File: src/core/snps_pkg.sv
package snps_pkg;
  // ---------------------------------------------------------------
  // serial framing
  // ---------------------------------------------------------------
  localparam int CMD_BITS = 8;
  localparam int PAY_BITS = 24;
  localparam logic [4:0] CMD_LAST = 5'h07;
  localparam logic [4:0] PAY_LAST = 5'h17;
  localparam int ADDR_W = 16;
  localparam int WORD_W = 14;
  localparam int ROW_WORDS = 32;
  localparam int IDX_W = 5;
  localparam int J_BIT = 1;
  localparam logic [7:0] PAD_BITS = 8'h00;

  // ---------------------------------------------------------------
  // command bytes
  // ---------------------------------------------------------------
  localparam logic [7:0] CMD_LOAD_ADDR = 8'h80;
  localparam logic [7:0] CMD_BULK = 8'h18;
  localparam logic [7:0] CMD_ROW_ERASE = 8'hF0;
  localparam logic [7:0] CMD_LOAD_DATA = 8'h00;
  localparam logic [7:0] CMD_LOAD_DATA_INC = 8'h02;
  localparam logic [7:0] CMD_READ = 8'hFC;
  localparam logic [7:0] CMD_READ_INC = 8'hFE;
  localparam logic [7:0] CMD_INC_ADDR = 8'hF8;
  localparam logic [7:0] CMD_SELF_WRITE = 8'hE0;
  localparam logic [7:0] CMD_HOST_WRITE = 8'hC0;
  localparam logic [7:0] CMD_END_WRITE = 8'h82;

  // ---------------------------------------------------------------
  // address map
  // ---------------------------------------------------------------
  localparam logic [15:0] UID_FIRST = 16'h8000;
  localparam logic [15:0] UID_ROW_LAST = 16'h8004;
  localparam logic [15:0] CFG_FIRST = 16'h8007;
  localparam logic [15:0] CFG_LAST = 16'h800B;
  localparam logic [15:0] BULK_UID_LAST = 16'h80FD;
  localparam logic [15:0] UF_ONLY_LAST = 16'h80FF;
  localparam logic [15:0] HIGH_FIRST = 16'hE800;
  localparam logic [15:0] HIGH_LAST = 16'hEFFF;

  // erase region bit positions
  localparam int REG_UF = 0;
  localparam int REG_CFG = 1;
  localparam int REG_UID = 2;

  // ---------------------------------------------------------------
  // timing
  // ---------------------------------------------------------------
  localparam int CLK_MHZ = 250;
  localparam int SELF_WRITE_US = 2800;
  localparam int CFG_WRITE_US = 5600;
  localparam int BULK_ERASE_US = 8400;
  localparam int ROW_ERASE_US = 2800;
  localparam int TMR_W = 22;

  // ---------------------------------------------------------------
  // types
  // ---------------------------------------------------------------
  typedef enum logic [2:0] {
    OP_BULK = 3'b001,
    OP_ROW = 3'b010,
    OP_WRITE = 3'b100
  } snps_op_t;

  typedef enum logic [1:0] {
    SER_CMD = 2'b01,
    SER_PAY = 2'b10
  } snps_ser_t;

  typedef enum logic [2:0] {
    NV_IDLE = 3'b001,
    NV_TIMED = 3'b010,
    NV_HOST = 3'b100
  } snps_nv_t;
endpackage

File: src/core/snps_fifo.sv
`timescale 1ns/100ps
module snps_fifo #(
  parameter int WIDTH = 19,
  parameter int DEPTH = 4
) (
  input wire logic i_core_clk,
  input wire logic i_arst_n,
  input wire logic i_in_valid,
  output logic o_in_ready,
  input wire logic [WIDTH-1:0] i_in_data,
  output logic o_out_valid,
  input wire logic i_out_ready,
  output logic [WIDTH-1:0] o_out_data
);
  localparam int PW = $clog2(DEPTH);
  logic [WIDTH-1:0] mem_r [DEPTH];
  logic [PW:0] wp_r;
  logic [PW:0] rp_r;
  logic full;
  logic empty;

  assign empty = (wp_r == rp_r);
  assign full = (wp_r[PW] != rp_r[PW]) && (wp_r[PW-1:0] == rp_r[PW-1:0]);
  assign o_in_ready = ~full;
  assign o_out_valid = ~empty;
  assign o_out_data = mem_r[rp_r[PW-1:0]];

  // storage write
  always_ff @(posedge i_core_clk) begin
    if (i_in_valid && !full) begin
      mem_r[wp_r[PW-1:0]] <= i_in_data;
    end
  end

  // pointers with wrap bit
  always_ff @(posedge i_core_clk or negedge i_arst_n) begin
    if (!i_arst_n) begin
      wp_r <= '0;
      rp_r <= '0;
    end else begin
      if (i_in_valid && !full) begin
        wp_r <= wp_r + 1'b1;
      end
      if (i_out_ready && !empty) begin
        rp_r <= rp_r + 1'b1;
      end
    end
  end
endmodule // snps_fifo

File: src/core/snps_sequencer.sv
`timescale 1ns/100ps
// Function
// - self-timed write E0 commits the latch row under an internal timer
// - host-timed write C0 keeps the write active until the end command
// - host makes every serial clock pulse; device only receives it
// - receiver samples the data line on falling serial clock edges
// - load address sets the pointer; the pointer selects the region
// - bulk erase regions are chosen from the pointer, not code protect
// - bulk erase is a no-op in the unused range or while busy
// - row erase erases the pointed row; ignored when program memory protected
// - pointer in user-ID range: row erase hits only user IDs
// - rows are 32 words of 14 bits; host waits the row erase time
// - load data writes the latch picked by the five low pointer bits
// - command bit 1 makes load data and read advance the pointer
// - data pin drives from first payload fall until the 24th fall
// - protected program memory reads return zero
// - increment adds exactly one to the pointer
// - a finished self-timed write sets every latch to ones
// - host-timed write to a configuration word has no effect
// - end command is a no-op unless a host-timed write is active
// - the write row comes from the upper pointer bits at command time
// - loading past 32 words overwrites earlier latch contents
// - program flash writes a row, configuration writes one word
// - commands are 8 bits; payload commands take 24 more clocks
// - payload is start, pads, data msb first, stop
// - msb first; data changes on rising and is taken on falling
// - command codes 80, 18, F0, 00/02, FC/FE, F8
module snps_sequencer #(
  parameter int SELF_WRITE_CYC = snps_pkg::SELF_WRITE_US * snps_pkg::CLK_MHZ,
  parameter int CFG_WRITE_CYC = snps_pkg::CFG_WRITE_US * snps_pkg::CLK_MHZ,
  parameter int BULK_ERASE_CYC = snps_pkg::BULK_ERASE_US * snps_pkg::CLK_MHZ,
  parameter int ROW_ERASE_CYC = snps_pkg::ROW_ERASE_US * snps_pkg::CLK_MHZ,
  parameter int FIFO_DEPTH = 4
) (
  input wire logic i_core_clk,
  input wire logic i_arst_n,
  input wire logic i_prog_serial_clock,
  input wire logic i_prog_serial_data,
  output logic o_prog_serial_data,
  output logic o_prog_serial_data_oe,
  input wire logic i_code_protect_n,
  output logic [snps_pkg::ADDR_W-1:0] o_nvm_rd_addr,
  input wire logic [snps_pkg::WORD_W-1:0] i_nvm_rd_data,
  output logic o_nvm_op_valid,
  output snps_pkg::snps_op_t o_nvm_op,
  output logic [snps_pkg::ADDR_W-1:0] o_nvm_op_addr,
  output logic [2:0] o_nvm_regions,
  output logic o_nvm_single,
  output logic o_nvm_host_timed,
  output logic o_nvm_end,
  output logic o_nvm_busy,
  input wire logic [snps_pkg::IDX_W-1:0] i_nvm_latch_idx,
  output logic [snps_pkg::WORD_W-1:0] o_nvm_latch_data
);
  import snps_pkg::*;

  localparam int LW = IDX_W + WORD_W;

  // ---------------------------------------------------------------
  // pin sampling
  // ---------------------------------------------------------------
  logic sck_fall;
  logic sck_rise;
  logic sda_lvl;

  // the serial clock is only ever an input here
  snps_sync u_sck (
    .i_core_clk(i_core_clk),
    .i_arst_n(i_arst_n),
    .i_pin(i_prog_serial_clock),
    .o_level(),
    .o_fall(sck_fall),
    .o_rise(sck_rise)
  );

  snps_sync u_sda (
    .i_core_clk(i_core_clk),
    .i_arst_n(i_arst_n),
    .i_pin(i_prog_serial_data),
    .o_level(sda_lvl),
    .o_fall(),
    .o_rise()
  );

  // ---------------------------------------------------------------
  // serial framing
  // ---------------------------------------------------------------
  snps_ser_t ser_st_r;
  logic [4:0] bit_cnt_r;
  logic [PAY_BITS-1:0] sh_in_r;
  logic [7:0] cmd_r;
  logic [7:0] cmd_byte;
  logic [PAY_BITS-1:0] payload;
  logic cmd_done;
  logic pay_done;
  logic has_pay;

  // shift in msb first on each falling edge
  assign cmd_byte = {sh_in_r[CMD_BITS-2:0], sda_lvl};
  assign payload = {sh_in_r[PAY_BITS-2:0], sda_lvl};
  assign cmd_done = sck_fall && (ser_st_r == SER_CMD) && (bit_cnt_r == CMD_LAST);
  assign pay_done = sck_fall && (ser_st_r == SER_PAY) && (bit_cnt_r == PAY_LAST);
  assign has_pay = (cmd_byte == CMD_LOAD_ADDR) || (cmd_byte == CMD_LOAD_DATA) ||
                   (cmd_byte == CMD_LOAD_DATA_INC) || (cmd_byte == CMD_READ) ||
                   (cmd_byte == CMD_READ_INC);

  // command byte then optional 24 clock payload
  always_ff @(posedge i_core_clk or negedge i_arst_n) begin
    if (!i_arst_n) begin
      ser_st_r <= SER_CMD;
      bit_cnt_r <= '0;
      sh_in_r <= '0;
      cmd_r <= '0;
    end else if (sck_fall) begin
      sh_in_r <= payload;
      bit_cnt_r <= bit_cnt_r + 1'b1;
      case (ser_st_r)
        SER_CMD: begin
          if (cmd_done) begin
            bit_cnt_r <= '0;
            cmd_r <= cmd_byte;
            if (has_pay) begin
              ser_st_r <= SER_PAY;
            end
          end
        end
        SER_PAY: begin
          if (pay_done) begin
            bit_cnt_r <= '0;
            ser_st_r <= SER_CMD;
          end
        end
        default: begin
          ser_st_r <= SER_CMD;
        end
      endcase
    end
  end

  logic is_load;
  logic is_read;
  assign is_load = (cmd_r == CMD_LOAD_DATA) || (cmd_r == CMD_LOAD_DATA_INC);
  assign is_read = (cmd_r == CMD_READ) || (cmd_r == CMD_READ_INC);

  // ---------------------------------------------------------------
  // address pointer
  // ---------------------------------------------------------------
  logic [ADDR_W-1:0] ptr_r;

  // load, post-access advance and increment only, never decrement
  always_ff @(posedge i_core_clk or negedge i_arst_n) begin
    if (!i_arst_n) begin
      ptr_r <= '0;
    end else if (pay_done) begin
      if (cmd_r == CMD_LOAD_ADDR) begin
        ptr_r <= payload[ADDR_W:1];
      end else if ((is_load || is_read) && cmd_r[J_BIT]) begin
        ptr_r <= ptr_r + 1'b1;
      end
    end else if (cmd_done && (cmd_byte == CMD_INC_ADDR)) begin
      ptr_r <= ptr_r + 1'b1;
    end
  end

  assign o_nvm_rd_addr = ptr_r;

  // ---------------------------------------------------------------
  // read path
  // ---------------------------------------------------------------
  logic [PAY_BITS-1:0] sh_out_r;
  logic oe_r;
  logic prot_pm;
  logic [WORD_W-1:0] rd_word;

  assign prot_pm = !i_code_protect_n && (ptr_r < UID_FIRST);
  assign rd_word = prot_pm ? '0 : i_nvm_rd_data;

  // frame: start, pads, data, stop; shifted on rising edges
  always_ff @(posedge i_core_clk or negedge i_arst_n) begin
    if (!i_arst_n) begin
      sh_out_r <= '0;
    end else if (cmd_done && ((cmd_byte == CMD_READ) || (cmd_byte == CMD_READ_INC))) begin
      sh_out_r <= {1'b0, PAD_BITS, rd_word, 1'b0};
    end else if (sck_rise && oe_r) begin
      sh_out_r <= {sh_out_r[PAY_BITS-2:0], 1'b0};
    end
  end

  // drive from first payload fall to the 24th fall
  always_ff @(posedge i_core_clk or negedge i_arst_n) begin
    if (!i_arst_n) begin
      oe_r <= 1'b0;
    end else if (pay_done) begin
      oe_r <= 1'b0;
    end else if (sck_fall && (ser_st_r == SER_PAY) && is_read && (bit_cnt_r == '0)) begin
      oe_r <= 1'b1;
    end
  end

  assign o_prog_serial_data = sh_out_r[PAY_BITS-1];
  assign o_prog_serial_data_oe = oe_r;

  // ---------------------------------------------------------------
  // load buffering
  // ---------------------------------------------------------------
  logic pend_r;
  logic [LW-1:0] pend_word_r;
  logic fifo_in_rdy;
  logic fifo_out_vld;
  logic [LW-1:0] fifo_out;
  logic drain_rdy;
  snps_nv_t nv_st_r;

  // held word waits for room; a newer load replaces it
  always_ff @(posedge i_core_clk or negedge i_arst_n) begin
    if (!i_arst_n) begin
      pend_r <= 1'b0;
      pend_word_r <= '0;
    end else if (pay_done && is_load) begin
      pend_r <= 1'b1;
      pend_word_r <= {ptr_r[IDX_W-1:0], payload[WORD_W:1]};
    end else if (fifo_in_rdy) begin
      pend_r <= 1'b0;
    end
  end

  // the FIFO does not drain into the latches while a commit is running
  assign drain_rdy = (nv_st_r == NV_IDLE);

  snps_fifo #(
    .WIDTH(LW),
    .DEPTH(FIFO_DEPTH)
  ) u_fifo (
    .i_core_clk(i_core_clk),
    .i_arst_n(i_arst_n),
    .i_in_valid(pend_r),
    .o_in_ready(fifo_in_rdy),
    .i_in_data(pend_word_r),
    .o_out_valid(fifo_out_vld),
    .i_out_ready(drain_rdy),
    .o_out_data(fifo_out)
  );

  // ---------------------------------------------------------------
  // write latches
  // ---------------------------------------------------------------
  logic [WORD_W-1:0] latch_r [ROW_WORDS];
  logic self_done;

  // one latch per row word; later loads overwrite
  for (genvar gi = 0; gi < ROW_WORDS; gi++) begin : g_latch
    always_ff @(posedge i_core_clk or negedge i_arst_n) begin
      if (!i_arst_n) begin
        latch_r[gi] <= '1;
      end else if (self_done) begin
        latch_r[gi] <= '1;
      end else if (fifo_out_vld && drain_rdy &&
                   (fifo_out[LW-1:WORD_W] == IDX_W'(gi))) begin
        latch_r[gi] <= fifo_out[WORD_W-1:0];
      end
    end
  end

  // registered latch port for the array during a commit
  always_ff @(posedge i_core_clk or negedge i_arst_n) begin
    if (!i_arst_n) begin
      o_nvm_latch_data <= '1;
    end else begin
      o_nvm_latch_data <= latch_r[i_nvm_latch_idx];
    end
  end

  // ---------------------------------------------------------------
  // erase and write sequencing
  // ---------------------------------------------------------------
  logic busy;
  logic in_cfg;
  logic in_uid;
  logic [2:0] bulk_reg;
  logic start;
  snps_op_t start_op;
  logic [2:0] start_reg;
  logic [TMR_W-1:0] start_cyc;
  logic start_host;
  logic [TMR_W-1:0] tmr_r;
  logic timed_wr_r;

  assign busy = (nv_st_r != NV_IDLE);
  assign in_cfg = (ptr_r >= CFG_FIRST) && (ptr_r <= CFG_LAST);
  assign in_uid = (ptr_r >= UID_FIRST) && (ptr_r <= UID_ROW_LAST);

  // bulk regions by pointer only, protect not consulted
  always_comb begin
    bulk_reg = '0;
    if (ptr_r < UID_FIRST) begin
      bulk_reg[REG_UF] = 1'b1;
      bulk_reg[REG_CFG] = 1'b1;
    end else if (ptr_r <= BULK_UID_LAST) begin
      bulk_reg = '1;
    end else if (ptr_r <= UF_ONLY_LAST) begin
      bulk_reg[REG_UF] = 1'b1;
    end else if ((ptr_r >= HIGH_FIRST) && (ptr_r <= HIGH_LAST)) begin
      bulk_reg = '1;
    end
  end

  // decide what a finished command byte starts
  always_comb begin
    start = 1'b0;
    start_op = OP_WRITE;
    start_reg = '0;
    start_cyc = '0;
    start_host = 1'b0;
    if (cmd_done && !busy) begin
      case (cmd_byte)
        CMD_BULK: begin
          start = (bulk_reg != '0);
          start_op = OP_BULK;
          start_reg = bulk_reg;
          start_cyc = TMR_W'(BULK_ERASE_CYC);
        end
        CMD_ROW_ERASE: begin
          start = in_uid || !prot_pm;
          start_op = OP_ROW;
          start_reg[REG_UID] = in_uid;
          start_reg[REG_UF] = (ptr_r < UID_FIRST);
          start_reg[REG_CFG] = !in_uid && (ptr_r >= UID_FIRST);
          start_cyc = TMR_W'(ROW_ERASE_CYC);
        end
        CMD_SELF_WRITE: begin
          start = 1'b1;
          start_cyc = in_cfg ? TMR_W'(CFG_WRITE_CYC) : TMR_W'(SELF_WRITE_CYC);
        end
        CMD_HOST_WRITE: begin
          start = !in_cfg;
          start_host = 1'b1;
        end
        default: begin
          start = 1'b0;
        end
      endcase
    end
  end

  // operation state: idle, timed by the counter, or held for the host
  always_ff @(posedge i_core_clk or negedge i_arst_n) begin
    if (!i_arst_n) begin
      nv_st_r <= NV_IDLE;
      tmr_r <= '0;
      timed_wr_r <= 1'b0;
    end else begin
      case (nv_st_r)
        NV_IDLE: begin
          if (start) begin
            nv_st_r <= start_host ? NV_HOST : NV_TIMED;
            tmr_r <= start_cyc;
            timed_wr_r <= (start_op == OP_WRITE);
          end
        end
        NV_TIMED: begin
          if (tmr_r == '0) begin
            nv_st_r <= NV_IDLE;
          end else begin
            tmr_r <= tmr_r - 1'b1;
          end
        end
        NV_HOST: begin
          if (cmd_done && (cmd_byte == CMD_END_WRITE)) begin
            nv_st_r <= NV_IDLE;
          end
        end
        default: begin
          nv_st_r <= NV_IDLE;
        end
      endcase
    end
  end

  assign self_done = (nv_st_r == NV_TIMED) && (tmr_r == '0) && timed_wr_r;
  assign o_nvm_busy = busy;

  // request to the array, row aligned unless a single config word
  always_ff @(posedge i_core_clk or negedge i_arst_n) begin
    if (!i_arst_n) begin
      o_nvm_op_valid <= 1'b0;
      o_nvm_op <= OP_WRITE;
      o_nvm_op_addr <= '0;
      o_nvm_regions <= '0;
      o_nvm_single <= 1'b0;
      o_nvm_host_timed <= 1'b0;
    end else begin
      o_nvm_op_valid <= start;
      if (start) begin
        o_nvm_op <= start_op;
        o_nvm_regions <= start_reg;
        o_nvm_host_timed <= start_host;
        o_nvm_single <= (start_op == OP_WRITE) && in_cfg;
        o_nvm_op_addr <= (start_op == OP_WRITE && in_cfg) ? ptr_r :
                         {ptr_r[ADDR_W-1:IDX_W], {IDX_W{1'b0}}};
      end
    end
  end

  // end pulse only while a host-timed write is running
  always_ff @(posedge i_core_clk or negedge i_arst_n) begin
    if (!i_arst_n) begin
      o_nvm_end <= 1'b0;
    end else begin
      o_nvm_end <= cmd_done && (cmd_byte == CMD_END_WRITE) && (nv_st_r == NV_HOST);
    end
  end
endmodule // snps_sequencer

File: src/core/snps_sync.sv
`timescale 1ns/100ps
module snps_sync (
  input wire logic i_core_clk,
  input wire logic i_arst_n,
  input wire logic i_pin,
  output logic o_level,
  output logic o_fall,
  output logic o_rise
);
  logic s1_r;
  logic s2_r;
  logic s3_r;
  logic lvl_r;

  // three stage chain; only stage two feeds stage three
  always_ff @(posedge i_core_clk or negedge i_arst_n) begin
    if (!i_arst_n) begin
      s1_r <= 1'b0;
      s2_r <= 1'b0;
      s3_r <= 1'b0;
    end else begin
      s1_r <= i_pin;
      s2_r <= s1_r;
      s3_r <= s2_r;
    end
  end

  // filtered level moves only when stages two and three agree
  always_ff @(posedge i_core_clk or negedge i_arst_n) begin
    if (!i_arst_n) begin
      lvl_r <= 1'b0;
    end else if (s2_r == s3_r) begin
      lvl_r <= s3_r;
    end
  end

  assign o_level = lvl_r;
  assign o_fall = lvl_r & (s2_r == s3_r) & ~s3_r;
  assign o_rise = ~lvl_r & (s2_r == s3_r) & s3_r;
endmodule // snps_sync

File: config.mk
export PLATFORM = sky130hd
export DESIGN_NAME = snps_sequencer
export DESIGN_NICKNAME = d
export VERILOG_FILES = /design/src/core/snps_pkg.sv /design/src/core/snps_fifo.sv /design/src/core/snps_sequencer.sv /design/src/core/snps_sync.sv
export SDC_FILE = /design/constraint.sdc
export NUM_CORES = 1
export LEC_CHECK = 0
export ABC_CLOCK_PERIOD_IN_PS = 3000
export BUFFER_PORTS_ARGS = -buffer_cell sky130_fd_sc_hd__buf_4
export CAP_MARGIN = 20
export CORE_ASPECT_RATIO = 1.5
export CORE_MARGIN = 2
export CORE_UTILIZATION = 57
export CTS_CLUSTER_SIZE = 30
export DETAILED_ROUTE_END_ITERATION = 7
export GPL_TIMING_DRIVEN = 0
export MAX_ROUTING_LAYER = met4
export PLACE_DENSITY = 0.81
export SKIP_CTS_REPAIR_TIMING = 1
export SYNTH_ARGS = -nofsm -noshare
export SYNTH_HDL_FRONTEND = slang
export SYNTH_SLANG_ARGS = --single-unit
File: constraint.sdc
create_clock -name i_core_clk -period 3 [get_ports i_core_clk]
set_clock_uncertainty 0.2 [all_clocks]
set_input_delay 0 -clock i_core_clk [delete_from_list [all_inputs] [get_ports i_core_clk]]
set_output_delay 0 -clock i_core_clk [all_outputs]
set_load 0.005 [all_outputs]
==> metrics.csv <==
stage,metric,value,unit
worst_setup_path,Worst Setup End Kind,flip-flop,
die,Rows,108,
sta,minimum clock period,3.09,ns
route,vias per cell,6.21,
global_route,vias in the first global route,23539,
sta,max-slew violations,0,
sta,Worst-Margin Slew,1.13,ns
worst_setup_path,critical path launch point type,flip-flop,
worst_setup_path,"slowest stage cell, crit path",dfstp_2,
yosys,Syn Area/Cell,12.6,um^2
final_layout,Area growth syn-to-layout,15.9,%
placed_design,Place WS,-0.683,ns
worst_setup_path,worst reg2reg startpoint,ser_st_r[0],
placed_design,placed cell area,34700,um^2
power,total power,19700,uW
worst_setup_path,crit-path cells,"ha_4, buf_6, or3b_4, nor4_4, a31oi_4, or2_4, or4_1, a21oi_1",
clock_network,Max clock buf depth,3,
power,Sw Ratio,23.3,%
worst_hold_path,Hold Path Depth,4,
placed_design,GPL Wtd Cong,0.937,
clock_network,CTS tree,done,
power,Max rail drop VDD,0.575,mV
die,io pins,83,
final_layout,"commonest non-fill, non-tap cell in the layout",nand2_1,
yosys,"Primary FF master, synth",dfstp_2,
route,antenna-violating nets left,0,
route,first-pass detailed-route iteration total,8,
worst_hold_path,WHS Endpoint,sh_out_r[9],
status,violated checks,"hold timing, setup timing",
final_layout,"commonest non-fill, non-tap cells in the layout","nand2_1, dfstp_2, mux2i_1",
power,combinational power share,5.8,%
global_route,Total GRT Usage,31.0,%
final_layout,final net count,2895,
yosys,post-synthesis sequential area ratio,55.6,%
yosys,synthesized flop and latch total,695,
yosys,Yosys warning total,0,
clock_network,H-tree Lvls,3,
power,Sequential Power Share,49.5,%
yosys,Synth Instances,2629,
power,Internal Dissipation,15100,uW
worst_setup_path,FF-to-FF End,tmr_r[3],
worst_setup_path,CP Data Arrival Time,3.43,ns
power,static leakage,0.0185,uW
power,Power Dens Cells,514,nW/um^2
worst_setup_path,crit-path max cell delay,0.56,ns
route,First DRT Iteration DRCs,2046,
die,Die X,200,um
sta,PnR worst setup slack,-0.0915,ns
yosys,syn nets,2668,
die,die height,299,um
worst_setup_path,internal reg-to-reg setup slack,-0.09,ns
die,Initial Util,57.3,%
sta,crit share post-route,103,%
sta,Final TNS setup,-0.197,ns
final_layout,share of cells above drive strength 1,37.4,%
sta,fmax,0.323,GHz
clock_network,Worst-path clk slew,0.06,ns
worst_setup_path,kind of critical path,flip-flop to flip-flop,
worst_hold_path,hold path start,i_nvm_rd_data[8],
worst_setup_path,crit-path max FO,7,
yosys,Synth cell types,73,
die,die area,59900,um^2
worst_hold_path,Tightest Hold Check Type,input pin to flip-flop,
yosys,number of flops mapped to enable cells by yosys,76,
clock_network,clock root cell,clkbuf_16,
route,Wirelength per Cell,24.9,um
sta,endpoints failing hold,1,
global_route,largest net degree at the start of global routing,135,
worst_setup_path,CP Data Required Time,3.34,ns
run,Max Cap Viol,0,
sta,# setup viols final,4,
power,sw power,4580,uW
power,clock share of power,44.7,%
placed_design,number of port buffers,78,
clock_network,CTS sink cnt,695,
yosys,mapped cell area,33000,um^2
route,Detailed Route WL,91500,um
yosys,Post-synth ARST share,89.1,%
die,core region area,57600,um^2
placed_design,detailed placer's ending HPWL,61900,um
worst_setup_path,reg2reg path depth,8,
route,DRC,0,
sta,RSZ-0062 raised after global routing,yes,
global_route,grt ovf,0,
global_route,first-pass GRT wire length,138000,um
global_route,initial antenna violation count,1,
final_layout,Post-Layout Inst Area,38300,um^2
sta,hold slack,-0.0155,ns
status,outcome,finished with violations,
sta,slew margin rel.,24.2,%
clock_network,"Clk Latency, worst-skew pair",0.64,ns
route,via count,22844,
clock_network,cts bufs inserted,67,
-- flip-flops by register name (all words and copies together) (netlist names), 2 cells and up --
register and flops:
u_fifo.mem_r 76, bit_cnt_r 5, cmd_r 8, o_nvm_op 3
sh_out_r 23, o_nvm_latch_data 14, u_fifo.rp_r 3, o_nvm_op_addr 16
tmr_r 22, pend_word_r 19, nv_st_r 3, o_nvm_regions 3
o_nvm_rd_addr 16, ser_st_r 2, u_fifo.wp_r 3, latch_r 448
sh_in_r 16
-- kinds of logic after synthesis --
kind of cell,after synthesis,synth area share [%]
adder cells (fa/ha/maj),17,0.629
multiplexers,654,26.0
AO/OA/AOI/OAI,184,3.59
buffers and inverters,247,3.09
AND/OR/NAND/NOR,821,10.8
XOR/XNOR,11,0.292
flip-flops,695,55.6
-- worst max-delay path, delay by kind of cell, from the launching register on --
kind            cells  cell delay, ns
compound gates      2            0.33
flops               1            0.56
buf+inv             1            0.10
simple gates        4            1.68
fa+ha+maj           1            0.13
-- layout make-up --
class                      instances  area, um^2
fill                            4005       19300
clock inverter                    28         337
buffer                           210        1070
inverter                          32         123
sequential                       695       18400
tap                              770         963
clock buffer                      91        1920
antenna                            1        2.50
timing repair buffer             163        1470
multi-input combinational       1687       14000
-- layer usage --
layer / wire length [um] / track usage (%)
met1: 32500 / 35.0
met2: 47800 / 52.3
met3: 5290 / 4.31
met4: 5890 / 19.0
met5: 0 / -
-- worst max-delay path by stage --
stage / endpoint / start / slack, ns
final: tmr_r[3] / ser_st_r[0] / -0.09
after detailed placement: o_nvm_latch_data[12] / i_nvm_latch_idx[0] / -0.68
after floorplan: tmr_r[19] / ser_st_r[0] / 0.07
after CTS: latch_r[434] / tmr_r[10] / -0.67
after global routing: tmr_r[3] / ser_st_r[0] / -0.13
after global placement: sh_out_r[10] / i_arst_n / -4.35
-- cell usage after synthesis, types with 6 or more instances --
cell,count,area (um^2)
buf_1,22,82.6
and3_1,6,37.5
nand2_2,8,50.1
nor2_1,44,165
a21oi_1,49,245
nor3_1,17,85.1
and2_1,12,75.1
edfxtp_1,76,2280
clkbuf_1,150,563
nand3b_1,7,52.6
nor4_1,9,56.3
nand2_1,605,2270
dfrtp_1,154,3850
a22o_1,13,114
o31ai_1,15,113
ha_1,15,188
nor2_2,9,56.3
buf_2,29,145
xor2_1,6,52.6
o21ai_0,53,265
mux2_2,43,484
mux4_2,159,3580
o22ai_1,9,56.3
nand2b_1,7,43.8
nand3_1,31,155
a31oi_1,9,56.3
inv_1,31,116
nor2b_1,10,62.6
mux2i_1,452,4520
dfstp_2,465,12200
buf_4,11,82.6
nand4_1,9,56.3
a222oi_1,12,120
or3_1,13,81.3
-- power by group through the flow --
stage               registers, uW  clock network [uW]  logic (uW)
detailed placement           9860                   0        1000
global route                 9750                9220        1250
floorplan                    9840                   0         575
CTS                          9710                8870        1010
global placement             9850                   0         930
finish                       9740                8790        1150
-- stage by stage --
stage               utilization (%)  std cells
global placement               60.0       3477
finish                         66.5       3677
CTS                            64.2       3602
detailed placement             60.3       3483
floorplan                         -       2629
global route                   66.5       3677
(Power assumes the default switching activity.)
